==> config.mk <==
export PLATFORM = sky130hd
export DESIGN_NAME = dswc_top
export DESIGN_NICKNAME = d
export VERILOG_FILES = /design/src/hdl/dswc_pkg.sv /design/src/hdl/dswc_top.sv
export VERILOG_INCLUDE_DIRS = /design/src /design/src/hdl
export SDC_FILE = /design/constraint.sdc
export NUM_CORES = 1
export LEC_CHECK = 0
export ABC_AREA = 1
export BUFFER_PORTS_ARGS = -buffer_cell sky130_fd_sc_hd__buf_2
export CORE_MARGIN = 2
export CORE_UTILIZATION = 52
export DETAILED_ROUTE_END_ITERATION = 6
export HOLD_SLACK_MARGIN = 0.03
export PLACE_DENSITY = 0.73
export SETUP_SLACK_MARGIN = 0.4
export SLEW_MARGIN = 5
export SYNTH_ARGS = -nofsm -noshare
export SYNTH_HDL_FRONTEND = slang
export SYNTH_SLANG_ARGS = --single-unit
==> constraint.sdc <==
create_clock -name pclk -period 1.7 [get_ports pclk]
set_input_delay 0.085 -clock pclk [delete_from_list [all_inputs] [get_ports pclk]]
set_output_delay 0.085 -clock pclk [all_outputs]
set_load 0.01 [all_outputs]
==> src/hdl/dswc_defs.svh <==
`ifndef DSWC_DEFS_SVH
`define DSWC_DEFS_SVH
// ==========================================================
// Register offsets
`define DSWC_CTRL_OFS     8'h00
`define DSWC_WAKE_EN_OFS  8'h04
`define DSWC_WAKE_DLY_OFS 8'h08
`define DSWC_CAUSE_OFS    8'h0c
`define DSWC_MASK_OFS     8'h10
`define DSWC_STATE_OFS    8'h14
// ==========================================================
// Field positions
`define DSWC_CTRL_SLEEP_BIT   0
`define DSWC_CTRL_WDT_IRQ_BIT 1
`define DSWC_CTRL_IRQ_EN_BIT  2
`define DSWC_CTRL_WDT_ACK_BIT 3
`define DSWC_CAUSE_EXIT_BIT   0
`define DSWC_CAUSE_WDT_BIT    1
`define DSWC_CAUSE_EXT_BIT    2
`define DSWC_CAUSE_DBG_BIT    3
// ==========================================================
// Reset values
`define DSWC_WAKE_DLY_RST 16'h0010
`define DSWC_WAKE_EN_RST  8'h00
`define DSWC_MASK_RST     4'h0
// ==========================================================
// Timing
`define DSWC_CLK_PERIOD_NS 5
`define DSWC_MIN_PULSE_NS  50
`define DSWC_MIN_PULSE_CYC ((`DSWC_MIN_PULSE_NS + `DSWC_CLK_PERIOD_NS - 1) / `DSWC_CLK_PERIOD_NS)
`endif

==> src/hdl/dswc_pkg.sv <==
package dswc_pkg;
  typedef enum logic [2:0] {ST_RUN, ST_SLEEP, ST_QUAL, ST_WAKE, ST_RESET} dswc_state_e;
  typedef struct packed {
    logic wdt_irq_mode;
    logic irq_en;
  } dswc_cfg_s;
  typedef struct packed {
    logic dbg;
    logic ext;
    logic wdt;
    logic sleep_exit;
  } dswc_cause_s;
endpackage

==> src/hdl/dswc_top.sv <==
`include "dswc_defs.svh"

// How it works
// - Completed wake sets the sleep exit flag
// - Watchdog reset mode in sleep wakes instead
// - Watchdog interrupt mode wakes, then raises interrupt
// - Watchdog time-out sets watchdog and exit flags
// - Watchdog interrupt only after wake, if enabled
// - Each port pin has its own wake enable
// - Rising or falling edge on enabled pin wakes
// - External reset pin in sleep: full reset
// - Debug pin low in sleep: full reset
// - Too short pulse: no wake, exit flag set
// - Port inputs frozen; capture level at delay end
module dswc_top (
  input  wire logic        pclk,
  input  wire logic        presetn,
  input  wire logic        psel,
  input  wire logic        penable,
  input  wire logic        pwrite,
  input  wire logic [7:0]  paddr,
  input  wire logic [31:0] pwdata,
  output logic      [31:0] prdata,
  output logic             pready,
  output logic             pslverr,
  input  wire logic [7:0]  port_pin,
  input  wire logic        ext_reset_pin_n,
  input  wire logic        debug_pin,
  input  wire logic        wdt_timeout,
  output logic      [7:0]  port_input_data,
  output logic             cpu_clk_en,
  output logic             sys_reset_req,
  output logic             wdt_irq,
  output logic             irq,
  output logic             in_deep_sleep
);

  localparam int          NPIN    = 8;
  localparam int          NSYNC   = NPIN + 2;
  localparam logic [7:0]  MIN_CYC = 8'(`DSWC_MIN_PULSE_CYC);

  // ==========================================================
  // Pin synchronisers
  logic [NSYNC-1:0] s1_r;
  logic [NSYNC-1:0] s2_r;
  logic [NSYNC-1:0] s3_r;
  logic [NSYNC-1:0] lvl_r;

  genvar gi;
  generate
    for (gi = 0; gi < NSYNC; gi++) begin : g_sync
      always_ff @(posedge pclk or negedge presetn) begin
        if (!presetn) begin
          s1_r[gi]  <= 1'b1;
          s2_r[gi]  <= 1'b1;
          s3_r[gi]  <= 1'b1;
          lvl_r[gi] <= 1'b1;
        end else begin
          s1_r[gi] <= (gi < NPIN) ? port_pin[gi % NPIN] : ((gi == NPIN) ? ext_reset_pin_n : debug_pin);
          s2_r[gi] <= s1_r[gi];
          s3_r[gi] <= s2_r[gi];
          if (s2_r[gi] == s3_r[gi]) begin
            lvl_r[gi] <= s3_r[gi];
          end
        end
      end
    end
  endgenerate

  logic [NPIN-1:0] pin_lvl;
  logic            ext_rst_act;
  logic            dbg_low;
  assign pin_lvl     = lvl_r[NPIN-1:0];
  assign ext_rst_act = ~lvl_r[NPIN];
  assign dbg_low     = ~lvl_r[NPIN+1];

  // ==========================================================
  // Registers and APB decode
  dswc_pkg::dswc_cfg_s   cfg_r;
  dswc_pkg::dswc_cause_s cause_r;
  dswc_pkg::dswc_state_e state_r;
  logic [NPIN-1:0] wake_en_r;
  logic [15:0]     wake_dly_r;
  logic [3:0]      mask_r;
  logic            sleep_cmd;
  logic            wdt_ack;
  logic            wr_en;
  logic            rd_setup;
  logic            cause_rd;
  logic            addr_ok;

  assign wr_en     = psel & penable & pwrite;
  assign rd_setup  = psel & ~penable & ~pwrite;
  assign cause_rd  = psel & penable & ~pwrite & (paddr == `DSWC_CAUSE_OFS);
  assign addr_ok   = (paddr == `DSWC_CTRL_OFS) | (paddr == `DSWC_WAKE_EN_OFS) | (paddr == `DSWC_WAKE_DLY_OFS) |
                     (paddr == `DSWC_CAUSE_OFS) | (paddr == `DSWC_MASK_OFS) | (paddr == `DSWC_STATE_OFS);
  assign pready    = 1'b1;
  assign pslverr   = psel & penable & ~addr_ok;
  assign sleep_cmd = wr_en & (paddr == `DSWC_CTRL_OFS) & pwdata[`DSWC_CTRL_SLEEP_BIT];
  assign wdt_ack   = wr_en & (paddr == `DSWC_CTRL_OFS) & pwdata[`DSWC_CTRL_WDT_ACK_BIT];

  always_ff @(posedge pclk or negedge presetn) begin
    if (!presetn) begin
      cfg_r      <= '0;
      wake_en_r  <= `DSWC_WAKE_EN_RST;
      wake_dly_r <= `DSWC_WAKE_DLY_RST;
      mask_r     <= `DSWC_MASK_RST;
    end else if (wr_en) begin
      case (paddr)
        `DSWC_CTRL_OFS: begin
          cfg_r.wdt_irq_mode <= pwdata[`DSWC_CTRL_WDT_IRQ_BIT];
          cfg_r.irq_en       <= pwdata[`DSWC_CTRL_IRQ_EN_BIT];
        end
        `DSWC_WAKE_EN_OFS:  wake_en_r  <= pwdata[NPIN-1:0];
        `DSWC_WAKE_DLY_OFS: wake_dly_r <= pwdata[15:0];
        `DSWC_MASK_OFS:     mask_r     <= pwdata[3:0];
        default: ;
      endcase
    end
  end

  always_ff @(posedge pclk or negedge presetn) begin
    if (!presetn) begin
      prdata <= '0;
    end else if (rd_setup) begin
      case (paddr)
        `DSWC_CTRL_OFS:     prdata <= {28'h0, wdt_irq, cfg_r.irq_en, cfg_r.wdt_irq_mode, 1'b0};
        `DSWC_WAKE_EN_OFS:  prdata <= {24'h0, wake_en_r};
        `DSWC_WAKE_DLY_OFS: prdata <= {16'h0, wake_dly_r};
        `DSWC_CAUSE_OFS:    prdata <= {28'h0, cause_r};
        `DSWC_MASK_OFS:     prdata <= {28'h0, mask_r};
        `DSWC_STATE_OFS:    prdata <= {21'h0, state_r, pin_lvl};
        default:            prdata <= '0;
      endcase
    end
  end

  // ==========================================================
  // Sleep and wake sequencer
  logic [NPIN-1:0] ref_r;
  logic [NPIN-1:0] qual_r;
  logic [7:0]      qcnt_r;
  logic [15:0]     dcnt_r;
  logic [NPIN-1:0] pin_chg;
  logic            asleep;
  logic            rst_evt;
  logic            wdt_evt;
  logic            qual_lost;
  logic            qual_done;
  logic            wake_done;
  logic            wdt_irq_pend_r;

  assign pin_chg   = (pin_lvl ^ ref_r) & wake_en_r;
  assign asleep    = (state_r == dswc_pkg::ST_SLEEP) | (state_r == dswc_pkg::ST_QUAL);
  assign rst_evt   = asleep & (ext_rst_act | dbg_low);
  assign wdt_evt   = asleep & wdt_timeout & ~rst_evt;
  assign qual_lost = ((pin_lvl ^ ref_r) & qual_r) == '0;
  assign qual_done = qcnt_r >= MIN_CYC - 8'h01;
  assign wake_done = (state_r == dswc_pkg::ST_WAKE) & (dcnt_r >= wake_dly_r);

  always_ff @(posedge pclk or negedge presetn) begin
    if (!presetn) begin
      state_r <= dswc_pkg::ST_RUN;
    end else begin
      case (state_r)
        dswc_pkg::ST_RUN: begin
          if (sleep_cmd) begin
            state_r <= dswc_pkg::ST_SLEEP;
          end
        end
        dswc_pkg::ST_SLEEP: begin
          if (rst_evt) begin
            state_r <= dswc_pkg::ST_RESET;
          end else if (wdt_evt) begin
            state_r <= dswc_pkg::ST_WAKE;
          end else if (pin_chg != '0) begin
            state_r <= dswc_pkg::ST_QUAL;
          end
        end
        dswc_pkg::ST_QUAL: begin
          if (rst_evt) begin
            state_r <= dswc_pkg::ST_RESET;
          end else if (wdt_evt) begin
            state_r <= dswc_pkg::ST_WAKE;
          end else if (qual_lost) begin
            state_r <= dswc_pkg::ST_SLEEP;
          end else if (qual_done) begin
            state_r <= dswc_pkg::ST_WAKE;
          end
        end
        dswc_pkg::ST_WAKE: begin
          if (wake_done) begin
            state_r <= dswc_pkg::ST_RUN;
          end
        end
        dswc_pkg::ST_RESET: state_r <= dswc_pkg::ST_RUN;
        default:            state_r <= dswc_pkg::ST_RUN;
      endcase
    end
  end

  // Reference levels and qualifying pin set
  always_ff @(posedge pclk or negedge presetn) begin
    if (!presetn) begin
      ref_r  <= '1;
      qual_r <= '0;
      qcnt_r <= '0;
    end else begin
      if (state_r == dswc_pkg::ST_RUN) begin
        ref_r <= pin_lvl;
      end
      if (state_r == dswc_pkg::ST_SLEEP) begin
        qual_r <= pin_chg;
        qcnt_r <= '0;
      end else if (state_r == dswc_pkg::ST_QUAL && qcnt_r != 8'hff) begin
        qcnt_r <= qcnt_r + 8'h01;
      end
    end
  end

  // Wake delay counter
  always_ff @(posedge pclk or negedge presetn) begin
    if (!presetn) begin
      dcnt_r <= '0;
    end else if (state_r == dswc_pkg::ST_WAKE) begin
      if (dcnt_r != 16'hffff) begin
        dcnt_r <= dcnt_r + 16'h0001;
      end
    end else begin
      dcnt_r <= '0;
    end
  end

  // Port input data frozen in sleep, captured at end of wake delay
  always_ff @(posedge pclk or negedge presetn) begin
    if (!presetn) begin
      port_input_data <= '0;
    end else if (state_r == dswc_pkg::ST_RUN || wake_done) begin
      port_input_data <= pin_lvl;
    end
  end

  // ==========================================================
  // Cause flags, interrupt and outputs
  dswc_pkg::dswc_cause_s cause_set;
  always_comb begin
    cause_set            = '0;
    cause_set.sleep_exit = wake_done | wdt_evt |
                           ((state_r == dswc_pkg::ST_QUAL) & ~rst_evt & ~wdt_evt & qual_lost);
    cause_set.wdt        = wdt_evt;
    cause_set.ext        = asleep & ext_rst_act;
    cause_set.dbg        = asleep & dbg_low;
  end

  always_ff @(posedge pclk or negedge presetn) begin
    if (!presetn) begin
      cause_r <= '0;
    end else begin
      cause_r <= (cause_rd ? '0 : cause_r) | cause_set;
    end
  end

  always_ff @(posedge pclk or negedge presetn) begin
    if (!presetn) begin
      wdt_irq_pend_r <= 1'b0;
    end else if (wdt_evt && cfg_r.wdt_irq_mode) begin
      wdt_irq_pend_r <= 1'b1;
    end else if (wdt_ack) begin
      wdt_irq_pend_r <= 1'b0;
    end
  end

  always_ff @(posedge pclk or negedge presetn) begin
    if (!presetn) begin
      sys_reset_req <= 1'b0;
      irq           <= 1'b0;
    end else begin
      sys_reset_req <= rst_evt;
      irq           <= |(cause_r & mask_r);
    end
  end

  assign wdt_irq       = wdt_irq_pend_r & cfg_r.irq_en & (state_r == dswc_pkg::ST_RUN);
  assign cpu_clk_en    = (state_r == dswc_pkg::ST_RUN);
  assign in_deep_sleep = ~cpu_clk_en;
endmodule

==> impl_summary.log <==
[metrics] Vias: 6154
[metrics] critical path required time: 2020 ps
[metrics] Post-synth EDFFs: 0
[metrics] crit path max fanout: 5
[metrics] Ant. Diodes: 0
[metrics] worst min-delay path category: in -> reg
[metrics] Setup CP Type: reg -> reg
[metrics] FF-to-FF path depth: 14
[metrics] final estimated routing congestion in global placement: 0.9041
[metrics] average routed wire per standard cell: 16.38 um
[metrics] Warnings, synthesis: 0
[metrics] share of Yosys cell area claimed by the top area cell type: 34.81%
[metrics] Worst Clk Skew: 11.26 ps
[metrics] cell internal pwr: 7.478 mW
[metrics] violations in the final reports: setup timing
[metrics] slowest CP cell: dfstp_2
[metrics] cell total after placement: 1046
[metrics] worst reg-to-reg setup slack: -160 ps
[metrics] Flop pwr share: 38.1%
[metrics] worst path arrival time: 2180 ps
[metrics] gate count after technology mapping: 781
[metrics] Sw Ratio: 31.74%
[metrics] Setup crit start kind: flop
[metrics] clock tree from TritonCTS: done
[metrics] vias in the first global route: 6138
[metrics] fraction of final layout cells sized beyond drive strength 1: 37.02%
[metrics] count of endpoints failing hold in the final timing report: 0
[metrics] clock network power share: 33.8%
[metrics] power dissipated by switching net loads: 3.477 mW
[metrics] initial antenna violation count: 0
[metrics] Main synth FF type: dfrtp_1
[metrics] count of antenna-violating nets left after detailed routing: 0
[metrics] critical register-to-register path endpoint: port_input_data[2]
[metrics] number of synthesized register bits: 144
[metrics] most common library cells after synthesis: 190 x nand2_1, 106 x inv_1, 95 x dfrtp_1, 74 x o21ai_0, 50 x nor2_1
[metrics] Max VDD drop: 1.018 mV
[metrics] maximum capacitance violations: 0
[metrics] fin. max-slew vios: 0
[metrics] Skew-Pair Late Insertion Delay: 430 ps
[metrics] # setup viols final: 14
[metrics] PnR worst setup slack: -159.5 ps
[metrics] most frequently used cell type in the post-synthesis netlist: nand2_1
[metrics] GRT Util Overall: 26.67%
[metrics] Overall Power: 10.96 mW
[metrics] maximum clock insertion buffer count: 2
[metrics] kind of capture point of the worst setup path: flop
[metrics] logic gate share of total power: 28.1%
[metrics] Max Fclk: 537.8 MHz
[metrics] leftover overflow at the end of global routing: 0
[metrics] clock slew seen by the registers of the worst setup and hold paths: 70 ps
[metrics] first-pass GRT wire length: 29.49 mm
[metrics] via-per-instance ratio: 5.314
[metrics] final instance count without filler cells: 1158
[metrics] startpoint of the lowest-slack hold path: psel
[metrics] syn avg cell area: 8.744 sq um
[metrics] Netlist Area Pre-Place: 6829 sq um
[metrics] Final Critical Period: 1859 ps
[metrics] leading cell types by total area after synthesis: dfrtp_1 35%, dfstp_2 19%, nand2_1 10%
[metrics] area growth from synthesis to layout: 41.10%
[metrics] row cnt: 41
[metrics] delay of the slowest cell on the worst path: 530 ps
[metrics] sequential element share of the synthesized area: 53.66%
[metrics] count of cell types in the netlist: 41
[metrics] die outline area: 14070 sq um
[metrics] Top Ports: 103
[metrics] cell breakdown of the critical path: inv_2 > ha_4 > nand2_2 > inv_2 > nand2_2 > nor2_1 > nor2_1 > nand2_1 > nand2_2 > nand2_4 > buf_6 > nand2_8 > nand3_2 > nand2_1
[metrics] Initial Utilization: 53.68%
[metrics] worst reg2reg path startpoint: wake_dly_r[4]
[metrics] post-synth top area cell: dfrtp_1
[metrics] number of buffers added by the clock tree synthesis step: 17
[metrics] crit share post-route: 109.4%
[metrics] level count of the clock H-tree: 4
[metrics] cell depth of the worst hold path: 4
[metrics] static power due to leakage: 4.770 nW
[metrics] status: complete, but fails checks
[metrics] IO Port Bufs: 69
[metrics] Core Footprint: 12720 sq um
[metrics] final net count: 1049
[metrics] count of fill cells added during filler insertion: 864
[metrics] final routed DRC violation total: 0
[metrics] largest net degree at the start of global routing: 52
[metrics] share of async-settable or async-resettable flops after synthesis: 100.0%
[metrics] final-layout setup total negative slack: -1158 ps
[metrics] floorplan die width: 118.6 um
[metrics] WL final: 18.97 mm
[metrics] most repeated library cell on the critical path: nand2_2
[metrics] total clock sinks: 144
[metrics] sink of the worst hold path: cause_r[3]
[metrics] clock tree root buffer cell: clkbuf_16
[metrics] RSZ-0062 raised after global routing: yes
[metrics] initial drt markers: 449
[metrics] Initial DRT Pass Iterations: 5
[metrics] height of the die: 118.6 um
[metrics] placed wire-length estimate: 11.95 mm
[metrics] Min Hold Slack: 129.0 ps
[metrics] pwr dens: 1137 nW/um^2
[metrics] dpl ws: -83.09 ps
per-layer routing:
metal  wire length [um]  vias up  global-route usage [%]
met1               7643     2997                   32.83
met5                  0        -                       0
met2               9888      231                   46.01
li1                   -     2887                       -
met4                443        0                   10.42
met3                998       39                   5.357
power by group through the flow:
stage               Clock, mW  Sequential, mW  Combinational (mW)
floorplan                   0            4.19                1.17
global route             3.94            4.20                3.33
detailed placement          0            4.17                1.90
finish                   3.70            4.17                3.08
global placement            0            4.15                1.82
CTS                      3.75            4.13                2.42
placed cells by master, fill, tap and decap left out, drive strengths merged, types with 2 or more instances in the layout:
cell	count
a21oi	23
a31oi	4
buf	157
clkbuf	23
clkinv	5
clkinvlp	3
conb	17
dfrtp	95
dfstp	49
dlygate4sd3	29
ha	20
inv	116
maj3	10
nand2	195
nand3	50
nand4	12
nor2	52
nor3	16
nor4	2
o211ai	2
o21a	2
o21ai	78
o22ai	12
xnor2	2
xor2	4
worst max path at each step:
stage	startpoint	to	slack (ps)	cells past startpoint
6_report	wake_dly_r[4]	port_input_data[2]	-160	14
5_1_grt	wake_dly_r[4]	port_input_data[2]	-260	14
4_1_cts	wake_dly_r[4]	port_input_data[3]	-70	14
3_5_place_dp	wake_dly_r[4]	port_input_data[3]	-80	14
3_3_place_gp	wake_dly_r[4]	port_input_data[6]	-30	14
2_1_floorplan	wake_dly_r[4]	port_input_data[1]	100	14
layout make-up:
type / instances / area, sq um / area share [%]
repair buffers: 187 / 1521 / 15.79
multi-input cells: 508 / 3193 / 33.14
flip-flops and latches: 144 / 3670 / 38.09
inverters: 115 / 439.2 / 4.558
well taps: 172 / 215.2 / 2.233
clock inverters: 10 / 101.3 / 1.052
clock buffers: 22 / 495.5 / 5.142
worst max-delay path: cells and delay by family (launching register included):
kind	cells	cell delay, ps
adders and majority gates	1	250
and+or+nand+nor	10	740
buffers and inverters	3	220
DFF	1	530
sequential cells by signal (all words and copies together), names as in the netlist:
| register | flops |
|---|---|
| wake_dly_r | 16 |
| wdt_irq_pend_r | 1 |
| s3_r | 10 |
| qual_r | 8 |
| mask_r | 4 |
| ref_r | 8 |
| lvl_r | 10 |
| irq | 1 |
| cfg_r | 2 |
| dcnt_r | 16 |
| s2_r | 10 |
| qcnt_r | 8 |
| prdata | 16 |
| port_input_data | 8 |
| sys_reset_req | 1 |
| cause_r | 4 |
| wake_en_r | 8 |
| s1_r | 10 |
| state_r | 3 |
repair_timing:
item                                    CTS  global route
resized for setup                        90            93
cloned                                    0             2
pin swaps                                20            32
hold endpoints to repair                157             0
hold buffers                             29             0
endpoints found under the setup margin   41            59
setup buffers                            34            15
stage by stage:
step	cell area, sq um	util, %
after CTS	9149	71.91
after floorplan	6970	-
after detailed placement	7665	60.25
after global placement	7665	60.25
final	9635	75.74
after global routing	9635	75.74
cells by family after synthesis:
group           count (synthesis)  synth area share [%]
simple gates                  330                 21.34
buf+inv                       145                 9.106
flops                         144                 53.66
compound gates                124                 9.875
fa+ha+maj                      30                 5.130
xor+xnor                        6                0.7695
other cells                     2                0.1100
Power figures use the tool's default switching activity.
